[src/verilog/qwr_pkg.sv]
// shared constants and types of the quad word read and wrap engine
package qwr_pkg;
  // -----------------------------------------------------------
  // command opcodes
  // -----------------------------------------------------------
  localparam logic [7:0] OP_QUAD_READ = 8'heb; // baseline quad read
  localparam logic [7:0] OP_WORD_READ = 8'he7; // word quad read
  localparam logic [7:0] OP_OCTAL_READ = 8'he3; // octal-word quad read
  localparam logic [7:0] OP_SET_WRAP = 8'h77; // set burst with wrap
  // -----------------------------------------------------------
  // phase lengths in serial clocks
  // -----------------------------------------------------------
  localparam logic [3:0] OPCODE_CLOCKS = 4'h8; // one bit per clock
  localparam logic [3:0] ADDR_CLOCKS = 4'h6; // 24 bits, nibble wide
  localparam logic [3:0] MODE_CLOCKS = 4'h2; // 8 mode bits
  localparam logic [3:0] DUMMY_QUAD = 4'h4; // baseline read
  localparam logic [3:0] DUMMY_WORD = 4'h2; // word read
  localparam logic [3:0] DUMMY_OCTAL = 4'h0; // octal-word read
  localparam logic [3:0] WRAP_CLOCKS = 4'h8; // 24 dummy + 8 wrap bits
  // -----------------------------------------------------------
  // field codes and reset values
  // -----------------------------------------------------------
  localparam logic [1:0] SKIP_CODE = 2'h2; // mode bits 5:4 = 10
  localparam logic [2:0] WRAP_RESET = 3'h1; // disable bit set
  localparam logic [5:0] WRAP_MASK_MAX = 6'h3f; // 64-byte section
  localparam logic [1:0] WRAP_SEL_MAX = 2'h3; // largest length code
  localparam logic [7:0] EMPTY_BYTE = 8'hff; // sent on underrun
  // -----------------------------------------------------------
  // sequencer states
  // -----------------------------------------------------------
  typedef enum logic [2:0] {
    ST_IDLE = 3'h0,
    ST_OPCODE = 3'h1,
    ST_ADDR = 3'h2,
    ST_MODE = 3'h3,
    ST_DUMMY = 3'h4,
    ST_DATA = 3'h5,
    ST_WRAP = 3'h6,
    ST_IGNORE = 3'h7
  } qwr_state_type;
endpackage

[src/verilog/qwr_read_engine.sv]
// serial quad read sequencer with continuous read and burst wrap
`timescale 1ns/10ps
`default_nettype none
// Overview of operation
// - word read has two dummy clocks
// - quad reads need quad enable set; a frame that skips the opcode reads without checking it
// - eight mode bits follow address, low nibble ignored
// - mode bits 5:4 = 10 skip next opcode
// - other mode values require full opcode next
// - octal read sends data right after mode
// - wrap byte bits 7 and 3:0 ignored
// - wrap bit 4 low enables, 6:5 length
// - wrapped read loops inside aligned section
// - wrap setting persists for later reads
// - wrapping disabled at power-on
// - wrap length survives four-wire command mode
// - address and data four bits per clock
// - baseline read four dummies, variants fewer
module qwr_read_engine #(
  parameter int DATA_W = 8,
  parameter int DEPTH = 2
) (
  // system
  input wire logic CLK,
  input wire logic SYS_RST,
  // serial link pins
  input wire logic SPI_CS_N,
  input wire logic SPI_SCLK,
  input wire logic [3:0] SPI_DQ_IN,
  output logic [3:0] SPI_DQ_OUT,
  output logic [3:0] SPI_DQ_OE,
  // configuration
  input wire logic QUAD_IO_ENABLE,
  input wire logic FOUR_WIRE_COMMAND_MODE,
  // memory array read port
  output logic [23:0] MEM_ADDR,
  input wire logic MEM_RD_VALID,
  input wire logic [DATA_W-1:0] MEM_RD_DATA,
  output logic MEM_RD_READY,
  // status
  output logic [2:0] WRAP_SETTING_BITS,
  output logic CONT_READ_ARMED
);
  localparam int PTR_W = (DEPTH > 1) ? $clog2(DEPTH) : 1;
  localparam logic [PTR_W:0] FULL_COUNT = (PTR_W+1)'(DEPTH);

  // -----------------------------------------------------------
  // pin synchronisers
  // -----------------------------------------------------------
  logic cs_meta_reg, cs_sync_reg, cs_prev_reg; // chip select stages
  logic sclk_meta_reg, sclk_sync_reg, sclk_prev_reg; // clock stages
  logic [3:0] dq_meta_reg, dq_sync_reg; // data line stages

  // two flops per pin, a third on select and clock for edge finding
  always_ff @(posedge CLK or posedge SYS_RST) begin
    if (SYS_RST) begin
      cs_meta_reg <= 1'b1;
      cs_sync_reg <= 1'b1;
      cs_prev_reg <= 1'b1;
      sclk_meta_reg <= 1'b0;
      sclk_sync_reg <= 1'b0;
      sclk_prev_reg <= 1'b0;
      dq_meta_reg <= 4'h0;
      dq_sync_reg <= 4'h0;
    end else begin
      cs_meta_reg <= SPI_CS_N;
      cs_sync_reg <= cs_meta_reg;
      cs_prev_reg <= cs_sync_reg;
      sclk_meta_reg <= SPI_SCLK;
      sclk_sync_reg <= sclk_meta_reg;
      sclk_prev_reg <= sclk_sync_reg;
      dq_meta_reg <= SPI_DQ_IN;
      dq_sync_reg <= dq_meta_reg;
    end
  end

  wire cs_active = ~cs_sync_reg; // frame open
  wire cs_start = ~cs_sync_reg & cs_prev_reg; // frame opening edge
  wire sclk_rise = sclk_sync_reg & ~sclk_prev_reg; // host sample edge
  wire sclk_fall = ~sclk_sync_reg & sclk_prev_reg; // device drive edge

  // -----------------------------------------------------------
  // sequencer registers
  // -----------------------------------------------------------
  qwr_pkg::qwr_state_type state_reg, state_next; // phase
  logic [3:0] cnt_reg, cnt_next; // clocks within a phase
  logic [7:0] cmd_reg, cmd_next; // latched opcode
  logic [23:0] shift_reg, shift_next; // address / wrap shifter
  logic skip_reg, skip_next; // next frame omits opcode
  logic [2:0] wrap_reg, wrap_next; // stored wrap setting
  logic start_fetch; // address complete this edge

  // -----------------------------------------------------------
  // command decode
  // -----------------------------------------------------------
  wire [23:0] shift_in = {shift_reg[19:0], dq_sync_reg};
  wire is_read = (cmd_next == qwr_pkg::OP_QUAD_READ) |
                 (cmd_next == qwr_pkg::OP_WORD_READ) |
                 (cmd_next == qwr_pkg::OP_OCTAL_READ);
  wire read_ok = is_read & QUAD_IO_ENABLE;
  wire wrap_ok = (cmd_next == qwr_pkg::OP_SET_WRAP) & QUAD_IO_ENABLE;
  wire [3:0] dummy_clocks =
    (cmd_reg == qwr_pkg::OP_WORD_READ) ? qwr_pkg::DUMMY_WORD :
    (cmd_reg == qwr_pkg::OP_OCTAL_READ) ? qwr_pkg::DUMMY_OCTAL :
    qwr_pkg::DUMMY_QUAD;
  wire last_clk_opc = (cnt_reg == qwr_pkg::OPCODE_CLOCKS - 4'h1);
  wire last_clk_addr = (cnt_reg == qwr_pkg::ADDR_CLOCKS - 4'h1);
  wire last_clk_mode = (cnt_reg == qwr_pkg::MODE_CLOCKS - 4'h1);
  wire last_clk_wrap = (cnt_reg == qwr_pkg::WRAP_CLOCKS - 4'h1);
  wire last_clk_dummy = (cnt_reg == dummy_clocks - 4'h1);

  // next phase, counters and captured fields
  always_comb begin
    state_next = state_reg;
    cnt_next = cnt_reg;
    cmd_next = cmd_reg;
    shift_next = shift_reg;
    skip_next = skip_reg;
    wrap_next = wrap_reg;
    start_fetch = 1'b0;
    if (!cs_active) begin
      // frame closed
      state_next = qwr_pkg::ST_IDLE;
      cnt_next = 4'h0;
    end else if (cs_start) begin
      // decision from the last mode phase is used once
      cnt_next = 4'h0;
      skip_next = 1'b0;
      if (FOUR_WIRE_COMMAND_MODE) begin
        state_next = qwr_pkg::ST_IGNORE;
      end else if (skip_reg) begin
        state_next = qwr_pkg::ST_ADDR;
      end else begin
        state_next = qwr_pkg::ST_OPCODE;
      end
    end else if (sclk_rise) begin
      cnt_next = cnt_reg + 4'h1;
      unique case (state_reg)
        qwr_pkg::ST_OPCODE: begin
          // opcode one bit per clock on line zero
          cmd_next = {cmd_reg[6:0], dq_sync_reg[0]};
          if (last_clk_opc) begin
            cnt_next = 4'h0;
            if (read_ok) begin
              state_next = qwr_pkg::ST_ADDR;
            end else if (wrap_ok) begin
              state_next = qwr_pkg::ST_WRAP;
            end else begin
              state_next = qwr_pkg::ST_IGNORE;
            end
          end
        end
        qwr_pkg::ST_ADDR: begin
          shift_next = shift_in;
          if (last_clk_addr) begin
            cnt_next = 4'h0;
            start_fetch = 1'b1;
            state_next = qwr_pkg::ST_MODE;
          end
        end
        qwr_pkg::ST_MODE: begin
          // first mode clock carries bits 7:4, second is ignored
          if (cnt_reg == 4'h0) begin
            skip_next = (dq_sync_reg[1:0] == qwr_pkg::SKIP_CODE);
          end
          if (last_clk_mode) begin
            cnt_next = 4'h0;
            if (dummy_clocks == 4'h0) begin
              state_next = qwr_pkg::ST_DATA;
            end else begin
              state_next = qwr_pkg::ST_DUMMY;
            end
          end
        end
        qwr_pkg::ST_DUMMY: begin
          if (last_clk_dummy) begin
            cnt_next = 4'h0;
            state_next = qwr_pkg::ST_DATA;
          end
        end
        qwr_pkg::ST_WRAP: begin
          shift_next = shift_in;
          if (last_clk_wrap) begin
            // upper wrap nibble arrived one clock earlier
            wrap_next = shift_reg[2:0];
            state_next = qwr_pkg::ST_IGNORE;
          end
        end
        qwr_pkg::ST_IDLE, qwr_pkg::ST_DATA, qwr_pkg::ST_IGNORE: begin
          cnt_next = cnt_reg;
        end
      endcase
    end
  end

  // sequencer state update
  always_ff @(posedge CLK or posedge SYS_RST) begin
    if (SYS_RST) begin
      state_reg <= qwr_pkg::ST_IDLE;
      cnt_reg <= 4'h0;
      cmd_reg <= 8'h00;
      shift_reg <= 24'h000000;
      skip_reg <= 1'b0;
      wrap_reg <= qwr_pkg::WRAP_RESET;
    end else begin
      state_reg <= state_next;
      cnt_reg <= cnt_next;
      cmd_reg <= cmd_next;
      shift_reg <= shift_next;
      skip_reg <= skip_next;
      wrap_reg <= wrap_next;
    end
  end

  // -----------------------------------------------------------
  // address generation with wrap
  // -----------------------------------------------------------
  logic [23:0] fetch_addr_reg; // address being fetched
  logic fetch_en_reg; // fetching allowed this frame
  wire wrap_active = ~wrap_reg[0] &
                     (cmd_reg != qwr_pkg::OP_OCTAL_READ);
  wire [1:0] wrap_shift = qwr_pkg::WRAP_SEL_MAX - wrap_reg[2:1];
  wire [5:0] wrap_mask = qwr_pkg::WRAP_MASK_MAX >> wrap_shift;
  wire [23:0] addr_inc = fetch_addr_reg + 24'h000001;
  wire [23:0] addr_next = wrap_active ?
    {fetch_addr_reg[23:6],
     (fetch_addr_reg[5:0] & ~wrap_mask) | (addr_inc[5:0] & wrap_mask)} :
    addr_inc;

  // -----------------------------------------------------------
  // two-entry read buffer
  // -----------------------------------------------------------
  logic [DATA_W-1:0] buf_mem [0:DEPTH-1]; // entries
  logic [PTR_W-1:0] wr_ptr_reg, rd_ptr_reg; // pointers
  logic [PTR_W:0] count_reg; // occupancy
  logic nib_sel_reg; // low nibble pending
  wire buf_full = (count_reg == FULL_COUNT);
  wire buf_empty = (count_reg == '0);
  wire buf_push = MEM_RD_VALID & MEM_RD_READY;
  wire need_byte = (state_reg == qwr_pkg::ST_DATA) & sclk_fall & ~nib_sel_reg;
  wire buf_pop = need_byte & ~buf_empty;
  wire [PTR_W-1:0] wr_ptr_inc = (wr_ptr_reg == PTR_W'(DEPTH - 1)) ?
    '0 : wr_ptr_reg + 1'b1;
  wire [PTR_W-1:0] rd_ptr_inc = (rd_ptr_reg == PTR_W'(DEPTH - 1)) ?
    '0 : rd_ptr_reg + 1'b1;
  wire [DATA_W-1:0] head_byte = buf_empty ?
    DATA_W'(qwr_pkg::EMPTY_BYTE) : buf_mem[rd_ptr_reg];

  assign MEM_RD_READY = fetch_en_reg & cs_active & ~buf_full; // stalls fetch
  assign MEM_ADDR = fetch_addr_reg;

  // fetch address and enable, enable cleared at frame end
  always_ff @(posedge CLK or posedge SYS_RST) begin
    if (SYS_RST) begin
      fetch_addr_reg <= 24'h000000;
      fetch_en_reg <= 1'b0;
    end else if (!cs_active) begin
      fetch_en_reg <= 1'b0;
    end else if (start_fetch) begin
      fetch_addr_reg <= shift_in;
      fetch_en_reg <= 1'b1;
    end else if (buf_push) begin
      fetch_addr_reg <= addr_next;
    end
  end

  // buffer pointers, flushed at frame end
  always_ff @(posedge CLK or posedge SYS_RST) begin
    if (SYS_RST) begin
      wr_ptr_reg <= '0;
      rd_ptr_reg <= '0;
      count_reg <= '0;
    end else if (!cs_active) begin
      wr_ptr_reg <= '0;
      rd_ptr_reg <= '0;
      count_reg <= '0;
    end else begin
      if (buf_push) begin
        wr_ptr_reg <= wr_ptr_inc;
      end
      if (buf_pop) begin
        rd_ptr_reg <= rd_ptr_inc;
      end
      if (buf_push & ~buf_pop) begin
        count_reg <= count_reg + 1'b1;
      end else if (buf_pop & ~buf_push) begin
        count_reg <= count_reg - 1'b1;
      end
    end
  end

  // buffer storage, no reset needed
  always_ff @(posedge CLK) begin
    if (buf_push) begin
      buf_mem[wr_ptr_reg] <= MEM_RD_DATA;
    end
  end

  // -----------------------------------------------------------
  // data output shifter
  // -----------------------------------------------------------
  logic [3:0] low_nib_reg; // held low nibble
  logic [3:0] dq_out_reg; // line values
  logic dq_oe_reg; // lines driven

  // drive on falling edges, high nibble first
  always_ff @(posedge CLK or posedge SYS_RST) begin
    if (SYS_RST) begin
      nib_sel_reg <= 1'b0;
      low_nib_reg <= 4'h0;
      dq_out_reg <= 4'h0;
      dq_oe_reg <= 1'b0;
    end else if (!cs_active) begin
      nib_sel_reg <= 1'b0;
      dq_oe_reg <= 1'b0;
    end else if ((state_reg == qwr_pkg::ST_DATA) && sclk_fall) begin
      dq_oe_reg <= 1'b1;
      if (!nib_sel_reg) begin
        dq_out_reg <= head_byte[7:4];
        low_nib_reg <= head_byte[3:0];
        nib_sel_reg <= 1'b1;
      end else begin
        dq_out_reg <= low_nib_reg;
        nib_sel_reg <= 1'b0;
      end
    end
  end

  assign SPI_DQ_OUT = dq_out_reg;
  assign SPI_DQ_OE = {4{dq_oe_reg}};
  assign WRAP_SETTING_BITS = wrap_reg;
  assign CONT_READ_ARMED = skip_reg;
endmodule
`default_nettype wire

[config.mk]
export PLATFORM = sky130hd
export DESIGN_NAME = qwr_read_engine
export DESIGN_NICKNAME = d
export VERILOG_FILES = /design/src/verilog/qwr_pkg.sv /design/src/verilog/qwr_read_engine.sv
export SDC_FILE = /design/constraint.sdc
export NUM_CORES = 1
export LEC_CHECK = 0
export ABC_AREA = 1
export BUFFER_PORTS_ARGS = -buffer_cell sky130_fd_sc_hd__buf_2
export CORE_UTILIZATION = 45
export DETAILED_ROUTE_END_ITERATION = 12
export PLACE_DENSITY = 0.74
export SKIP_LAST_GASP = 1
export SLEW_MARGIN = 15
export SYNTH_ARGS = -nofsm -noshare
export SYNTH_HDL_FRONTEND = slang
export SYNTH_SLANG_ARGS = --single-unit
[constraint.sdc]
create_clock -name CLK -period 2.5 [get_ports CLK]
set_input_delay 0.125 -clock CLK [delete_from_list [all_inputs] [get_ports CLK]]
set_output_delay 0.125 -clock CLK [all_outputs]
set_load 0.05 [all_outputs]
* After elaboration in Yosys (flattened, before gate mapping)
Memory sizes are Yosys's and may differ from the RTL's.
Cells that the tools add are included.
** Word-level totals
- Register bits after elaboration :: 92
- RAM bits :: 16
- Input port bits :: 19
- Output and inout bits :: 37
- Word-level logic and storage cells :: 178
- Memories kept :: 1
** Cells by class
- $add $sub $neg :: 8
- Equality and inequality tests :: 27
- Shift-type cells :: 1
- Muxes and demuxes :: 60
- Bitwise logic cells :: 30
- Reduce and logical (&&, ||, !) cells :: 27
** Memory list
- buf_mem :: depth 2, width 8, rd ports 1, clocked after Yosys merged registers in 0, wr ports 1, RTL line qwr_read_engine.sv:233 : logic [DATA_W-1:0] buf_mem [0:DEPTH-1];
** Operator list (count)
- 24-bit two-way mux :: 3
- 8-bit == test (second input constant) :: 5
- 8-bit two-way mux :: 5
- 3-bit two-way mux :: 12
- 4-bit two-way mux :: 8
- 1-bit two-way mux :: 26
- 24-bit by 1-bit adder with 24-bit output (second input constant) :: 1
- 4-bit != test (second input constant) :: 5
- 4-bit case mux with 5 select lines :: 1
- 2-bit nonzero test :: 8
- 3-bit case mux with 5 select lines :: 1
- 1-bit AND :: 14
- 6-bit AND :: 2
- 3-bit == test (second input constant) :: 4
- 1-bit inverter :: 10
- 4-bit by 3-bit == test with 1-bit output (second input constant) :: 2
- 8-bit by 7-bit == test with 1-bit output (second input constant) :: 1
- 4-bit zero test :: 2
- 2-bit two-way mux :: 4
- 8-bit != test (second input constant) :: 1
- 4-bit AND reduction :: 2
- 7-bit AND reduction :: 1
- 7-bit nonzero test :: 1
- 3-bit by 2-bit == test with 1-bit output (second input constant) :: 2
- 25 further kinds :: 32

* Depth between registers and ports, before layout
Gate-level depths: netlist (run 1).
- Depth after elaboration :: 15
- Depth in mapped cells :: 14
- Mapped depth without buffers :: 13

* Worst setup path after synthesis (run 1)
OpenSTA, ideal clock, no wires.
- Path type :: flip-flop to flip-flop
- Start point :: register cs_sync_reg
- End point :: register fetch_addr_reg[8] (netlist: MEM_ADDR[8])
- Setup time :: 128 ps
- Data arrival time :: 1975 ps
- Path slack :: 397 ps
- Stages on the path, launching flop included :: 12
- Buffers on the path :: 1
- Cell sequence :: dfstp_2 -> inv_2 -> nand2_1 -> a21oi_2 -> nand2_2 -> inv_2 -> nor2_8 -> nor2_8 -> inv_4 -> buf_6 -> a21oi_2 -> a22oi_2
** On the way
- Cells in the longest elaborated chain, start to end :: 6
** Ends and longest elaborated chain
- from (decl) :: RTL line qwr_read_engine.sv:50 : logic cs_meta_reg, cs_sync_reg, cs_prev_reg;
- from (signal assigned) :: RTL line qwr_read_engine.sv:67 : cs_sync_reg <= cs_meta_reg;
- 1-bit inverter (no line)
- 1-bit AND (2 in series) :: RTL line qwr_read_engine.sv:249 : assign MEM_RD_READY = fetch_en_reg & cs_active & ~buf_full;
- via MEM_RD_READY :: RTL line qwr_read_engine.sv:39 : output logic MEM_RD_READY,
- 1-bit AND :: RTL line qwr_read_engine.sv:239 : wire buf_push = MEM_RD_VALID & MEM_RD_READY;
- 2-bit nonzero test (no line)
- 3-bit AND reduction (no line)
- to (signal assigned) :: RTL line qwr_read_engine.sv:260 : fetch_addr_reg <= shift_in;
- to (signal assigned) :: RTL line qwr_read_engine.sv:263 : fetch_addr_reg <= addr_next;
- to (decl) :: RTL line qwr_read_engine.sv:218 : logic [23:0] fetch_addr_reg;
The timed path passes the listed nets, and every way through them passes these cells.
A chain may end at the register's enable or synchronous reset.

* Worst setup path in the final report (run 1)
- Start point :: register cnt_reg[1]
- End point :: register fetch_addr_reg[7] (netlist: MEM_ADDR[7])
** On the way
- Cells in the longest elaborated chain, start to end :: 8
** Ends and longest elaborated chain
- from (decl) :: RTL line qwr_read_engine.sv:86 : logic [3:0] cnt_reg, cnt_next;
- from (signal assigned) :: RTL line qwr_read_engine.sv:207 : cnt_reg <= cnt_next;
- 4-bit by 3-bit == test with 1-bit output (*) :: RTL line qwr_read_engine.sv:107 : wire last_clk_addr = (cnt_reg == qwr_pkg::ADDR_CLOCKS - 4'h1);
- 1-bit two-way mux (*) :: RTL line qwr_read_engine.sv:155 : if (last_clk_addr) begin
- 1-bit two-way mux (*) :: RTL line qwr_read_engine.sv:138 : unique case (state_reg)
- 1-bit two-way mux (*) :: RTL line qwr_read_engine.sv:136 : end else if (sclk_rise) begin
- 1-bit two-way mux (*) :: RTL line qwr_read_engine.sv:125 : end else if (cs_start) begin
- 1-bit two-way mux (*) :: RTL line qwr_read_engine.sv:121 : if (!cs_active) begin
- 2-bit != test (no line) or 2-bit nonzero test (tied branches)
- 3-bit AND reduction (no line)
Every way passes the cells marked *; elsewhere a longest branch is shown, timed or not.

==> impl_metrics.csv, run 1 <==
group,metric,value,unit
run_status,outcome,"completed",
critical_path,most_frequent_cell_on_the_critical_path,"nor2_8",
critical_path,timing.critical_path.to_type,"flop",
critical_path,worstSetupStartpointType,"flop",
placement,dpl.hpwl,9780,µm
global_routing,total_grt_overflow,0,
power_and_ir_drop,power_density,641,nW/µm²
power_and_ir_drop,lkg_pwr,0.00306,µW
critical_path,critical_path.n_buffers_inverters,3,
critical_path,crit_required,2.74,ns
critical_path,timing.critical_path.fanout_max,27,
run,max-cap-violations,0,
synthesis,ys_top_cells_by_area,"dfrtp_1 40%, nand2_1 12%, edfxtp_1 8.8%",
sta,final.min_clock_period,2.20,ns
clock_tree,cts-root-buf,"clkbuf_16",
clock_tree,cts_tree,"built",
synthesis,synth.cell_area,5490,µm²
floorplan,die_height,112,µm
critical_path,critical_path.startpoint,"cnt_reg[1]$_DFFE_PP0P_",
floorplan,die_x,112,µm
critical_path,cp_cell_sequence,"inv_1, ha_1, nand3_1, nor2_2, nand2_4, clkinv_4, nor2_8, nor2_8, inv_4, o21ai_0, o21ai_1",
synthesis,postSynthRegisterBits,108,
synthesis,ys_warn_count,0,
global_routing,grt_util_all_layers,22.5,%
synthesis,postSynthNetCount,689,
synthesis,synthesis.area_per_instance,8.24,µm²
synthesis,synth.lib_cells_used.distinct,44,
finish,layout.nets,765,
floorplan,core_area,11700,µm²
sta,fmaxAchievable,0.455,GHz
sta,max_slew_margin,58.3,%
power_and_ir_drop,finalPower,4110,µW
synthesis,synth-async-reset-ratio,85.2,%
floorplan,fp.dieArea,12600,µm²
clock_tree,h-tree-depth,3,
placement,numPortBuffers,55,
global_routing,grt_pass1_vias,4510,
finish,insertedDiodeCount,0,
synthesis,synth-edff-count,16,
floorplan,std_cell_rows,39,
clock_tree,clock_sink_count,108,
floorplan,initial_utilization,47.1,%
clock_tree,clock_tree.buffer_depth,2,
detailed_routing,drc,0,
sta,hold_viol,0,
detailed_routing,drt-pass1-iter-count,5,
sta,rsz0062_at_grt,"no",
synthesis,leading_cell_type_by_number_of_instances_after_synthesis,"nand2_1",
detailed_routing,finalWirelength,13200,µm
global_routing,antenna_found_initial,0,
synthesis,synth_top_cell_area_share,40.1,%
critical_path,slowest_stage,"dfrtp_1",
critical_path,crit-reg2reg-launch,"cnt_reg[1]$_DFFE_PP0P_",
sta,fin_skew,0.0114,ns
detailed_routing,vias_per_cell,5.34,
power_and_ir_drop,vdd_ir_drop_max,595,µV
sta,count_of_final_setup_violators,0,
synthesis,synth_largest_area_cell,"dfrtp_1",
global_routing,grt_start_max_net_pins,53,
critical_path,crit_arrival,2.44,ns
placement,place.gp.congestion,0.927,
critical_path,worstSetupPathType,"flop to flop",
sta,worstMarginPinSlew,0.623,ns
clock_tree,clk_transition_reported_paths,0.08,ns
global_routing,grt_first_pass_wirelength,22100,µm
clock_tree,clkLatencyLatePin,0.36,ns
synthesis,instance_count_of_the_mapped_netlist,666,
sta,period_share,87.8,%
min_path,worst_hold_startpoint,"FOUR_WIRE_COMMAND_MODE",
min_path,min-delay-path-class,"input pin to flop",
floorplan,boundaryPins,56,
finish,post_route_cells_drive_above_1_share,17.0,%
finish,area_growth_syn_to_layout,17.0,%
detailed_routing,drt-wirelength-per-cell,14.8,µm
clock_tree,number_of_buffers_created_by_cts,9,
synthesis,fraction_of_the_yosys_area_taken_by_sequential_cells,50.8,%
sta,setup_tns,0,ns
detailed_routing,dr_total_vias,4756,
sta,report.final.slew_viol_count,0,
synthesis,synth_top_cells_by_count,"170 x nand2_1, 88 x dfrtp_1, 78 x inv_1",
detailed_routing,drtAntennaViolNets,0,
finish,final_core_utilization,55.1,%
finish,largest_reg_flops,21,
critical_path,crit_path_max_incr_delay,0.42,ns
critical_path,top_cell_family_by_delay_on_the_critical_path,"simple AND/OR/NAND/NOR gates",
detailed_routing,drt_iter0_drc,353,
synthesis,postSynth.topFlopCell,"dfrtp_1",
-- metal layers --
| metal | track usage, % | wire length, µm | up-vias |
|---|---|---|---|
| met1 | 29.6 | 5920 | 2251 |
| li1 | - | - | 2347 |
| met3 | 3.29 | 670 | 18 |
| met4 | 10.2 | 260 | 0 |
| met2 | 36.9 | 6340 | 140 |
| met5 | 0 | 0 | - |
-- worst paths after layout --
check	to	depth (start not counted)	slack, ns
min in group asynchronous	MEM_ADDR[10]$_DFFE_PP0P_	3	0.26
min reg2reg	dq_sync_reg[3]$_DFF_PP0_	0	0.36
max in group asynchronous	dq_meta_reg[3]$_DFF_PP0_	4	1.56
max	MEM_ADDR[7]$_DFFE_PP0P_	11	0.30
max reg2reg	MEM_ADDR[7]$_DFFE_PP0P_	11	0.30
min	state_reg[2]$_DFFE_PP0P_	5	0.12
-- final cells by class --
class                   count  area, µm²
clock buffers               9        225
clock inverters             7        100
inverters                  86        334
fillers                  1070       5240
multi-input cells         455       2270
well taps                 143        179
flip-flops and latches    108       2790
repair buffers             82        528
-- placed cells by master, fill, tap and decap left out, types with 10 or more instances in the layout --
cell type | Yosys | routed
buf_2 | 4 | 55
nand2_1 | 170 | 169
nand3_1 | 44 | 44
nand4_1 | 12 | 12
edfxtp_1 | 16 | 16
buf_4 | 6 | 11
inv_1 | 78 | 77
dlygate4sd3_1 | 0 | 15
nor3_1 | 10 | 10
dfrtp_1 | 88 | 88
nor2_1 | 70 | 70
o21ai_0 | 57 | 57
a21oi_1 | 27 | 27
-- repair_timing --
item / CTS / global route
endpoints found under the setup margin: 0 / 1
gates resized for setup: 0 / 1
hold endpoints to repair: 31 / 0
hold buffers: 15 / 0
buffers inserted: 0 / 0
-- cells by family after synthesis --
family          Yosys count  synth area share, %
buf+inv                 103                 7.95
compound gates          125                 14.2
xor+xnor                  3                0.479
flops                   108                 50.8
fa+ha+maj                 4                0.912
simple gates            323                 25.7
-- power by group --
group	leakage [µW]	internal, µW	switching [µW]
clock network	0.000158	811	725
registers	0.00129	1920	98.4
logic	0.00162	172	388
total	0.00306	2900	1210
-- worst register-to-register path, delay by kind of cell, from the launching register on --
family	cells	cell delay (ns)
AND/OR/NAND/NOR	5	0.75
AO/OA/AOI/OAI	2	0.27
buffers and inverters	3	0.44
flip-flops	1	0.42
adder cells (fa/ha/maj)	1	0.18
-- stage by stage --
step	hold WS [ns]	std cells	setup WS (ns)	instance area, µm²
after global placement	0.101	859	0.362	5940
after detailed placement	0.104	859	0.297	5940
after floorplan	0.129	666	0.397	5490
after CTS	0.117	890	0.272	6420
final	0.119	890	0.304	6420
after global routing	0.174	890	0.115	6420
No activity file was read; power rests on OpenSTA's default activity.
==> run 2: changes to the inputs <==
- CORE_ASPECT_RATIO: unset -> 1.5
==> run 2 against run 1 <==
  * The flow now finishes with violations (design-rule violations)
  * Wire length is 2.9% higher
  * Fmax is 1.2% lower
  * Die area hardly changed
  * Final cell count is 1.0% higher
  * Register-to-register slack worse by 0.03 ns
  * Sequential power hardly changed
  * Largest power group unchanged
==> impl_metrics.csv, run 2 (synthesis results as in run 1) <==
group,metric,value,unit
run_status,outcome,"finished, violations left",
run_status,violations,"design-rule violations",
detailed_routing,drtAntennaViolNets,0,
global_routing,total_grt_overflow,0,
sta,final.min_clock_period,2.22,ns
finish,final_core_utilization,53.8,%
finish,multi_input_comb_area,2270,µm²
clock_tree,clkLatencyLatePin,0.36,ns
floorplan,initial_utilization,45.9,%
finish,post_route_cells_drive_above_1_share,16.8,%
detailed_routing,m1WireLength,5300,µm
critical_path,crit_path_max_incr_delay,0.43,ns
sta,count_of_final_setup_violators,0,
critical_path,critical_path.n_buffers_inverters,3,
finish,layout.nets,764,
power_and_ir_drop,power_density,642,nW/µm²
floorplan,std_cell_rows,49,
detailed_routing,drt-wirelength-per-cell,15.1,µm
floorplan,die_x,92.2,µm
global_routing,grt_util_all_layers,23.1,%
clock_tree,clk_transition_reported_paths,0.08,ns
critical_path,crit_required,2.73,ns
detailed_routing,highest-signal-layer,"met4",
finish,area_growth_syn_to_layout,17.2,%
clock_tree,cts_tree,"built",
clock_tree,cts-root-buf,"clkbuf_16",
clock_tree,clock_tree.buffer_depth,2,
detailed_routing,drt_iter0_drc,262,
finish,final_cell_mix,"170 x nand2_1, 88 x dfrtp_1, 77 x inv_1, 70 x nor2_1, 57 x o21ai_0",
detailed_routing,finalWirelength,13600,µm
sta,hold_viol,0,
finish,layout.cells.most_common,"nand2_1",
clock_tree,clock_sink_count,108,
sta,worstMarginPinSlew,0.789,ns
detailed_routing,dr_total_vias,4807,
floorplan,boundaryPins,56,
sta,period_share,88.9,%
detailed_routing,drc,2,
min_path,min-delay-path-class,"input pin to flop",
critical_path,worstSetupPathType,"flop to flop",
floorplan,die_height,137,µm
critical_path,timing.critical_path.fanout_max,27,
clock_tree,h-tree-depth,3,
detailed_routing,met3_wirelength,544,µm
floorplan,fp.dieArea,12700,µm²
finish,final.fill_count,1121,
critical_path,timing.critical_path.to_type,"flop",
run,max-cap-violations,0,
critical_path,top_cell_family_by_delay_on_the_critical_path,"simple AND/OR/NAND/NOR gates",
placement,preCtsSetupSlack,0.181,ns
finish,largest_reg_flops,21,
global_routing,antenna_found_initial,0,
detailed_routing,drt-pass1-iter-count,11,
sta,fin_ws,0.277,ns
finish,ff_latch_area,2790,µm²
global_routing,grt_pass1_vias,4646,
critical_path,worstSetupStartpointType,"flop",
power_and_ir_drop,lkg_pwr,0.00306,µW
sta,fin_skew,0.00649,ns
sta,worst_hold_slack,0.101,ns
global_routing,grt_first_pass_wirelength,22500,µm
power_and_ir_drop,vdd_ir_drop_max,420,µV
finish,insertedDiodeCount,0,
sta,report.final.slew_viol_count,0,
clock_tree,number_of_buffers_created_by_cts,9,
placement,numPortBuffers,55,
global_routing,grt_start_max_net_pins,37,
placement,dpl.hpwl,10100,µm
critical_path,cp_cell_sequence,"inv_1, ha_1, nand3_1, nor2_2, nand2_4, clkinv_4, nor2_8, nor2_8, inv_4, o21ai_0, o21ai_1",
floorplan,core_area,12000,µm²
critical_path,most_frequent_cell_on_the_critical_path,"nor2_8",
critical_path,slowest_stage,"dfrtp_1",
detailed_routing,routed-wl-met2,7030,µm
sta,rsz0062_at_grt,"no",
sta,max_slew_margin,47.3,%
power_and_ir_drop,finalPower,4130,µW
sta,fmaxAchievable,0.450,GHz
detailed_routing,vias_per_cell,5.35,
sta,setup_tns,0,ns
critical_path,crit_arrival,2.45,ns
placement,place.gp.congestion,0.967,
[run 2: cell count changes in the layout (fill, tap and decap cells not counted), sizes merged]
cell  change
buf       -1
[run 2: stage by stage]
stage	instance area, µm²	instances
final	6430	899
after global routing	6430	899
after CTS	6430	899
after detailed placement	5950	868
after global placement	5950	868
after floorplan	5490	666
[run 2: layer usage]
| layer | global-route usage [%] | up-vias |
|---|---|---|
| met1 | 26.0 | 2273 |
| met2 | 41.1 | 146 |
| met3 | 4.03 | 48 |
| li1 | - | 2340 |
| met5 | 0 | - |
| met4 | 13.5 | 0 |
[run 2: final timing paths]
check                                         start                  endpoint  slack [ns]  cells past startpoint
setup / recovery             cnt_reg[1]$_DFFE_PP0P_   MEM_ADDR[7]$_DFFE_PP0P_        0.28                     11
hold / removal               FOUR_WIRE_COMMAND_MODE  state_reg[2]$_DFFE_PP0P_        0.10                      5
setup reg to reg             cnt_reg[1]$_DFFE_PP0P_   MEM_ADDR[7]$_DFFE_PP0P_        0.28                     11
hold reg to reg            dq_meta_reg[1]$_DFF_PP0_  dq_sync_reg[1]$_DFF_PP0_        0.35                      0
max in group asynchronous                   SYS_RST     cs_prev_reg$_DFF_PP1_        1.36                      4
min in group asynchronous                   SYS_RST    cnt_reg[0]$_DFFE_PP0P_        0.45                      3
[run 2: layout make-up]
class / count / area share [%]
multi-input cells: 455 / 35.3
inverters: 86 / 5.19
flip-flops and latches: 108 / 43.3
well taps: 153 / 2.98
clock inverters: 7 / 1.60
repair buffers: 81 / 8.09
clock buffers: 9 / 3.50
[run 2: worst min-delay path, cell delays in order]
cell and delay, ns:
buf_2 0.11, nand2_1 0.05, nand2_1 0.06, nand2_1 0.04, nand2_1 0.04
[run 2: power by group]
group	internal [µW]	switching [µW]
sequential	1920	101
clock	815	729
combinational	173	389
[run 2: repair_timing]
| action | in CTS | in global routing |
|---|---|---|
| hold buffers | 15 | 0 |
| hold endpoints to repair | 52 | 0 |
| buffers inserted | 0 | 0 |
| setup endpoints to repair | 0 | 2 |
| resized for setup | 0 | 1 |
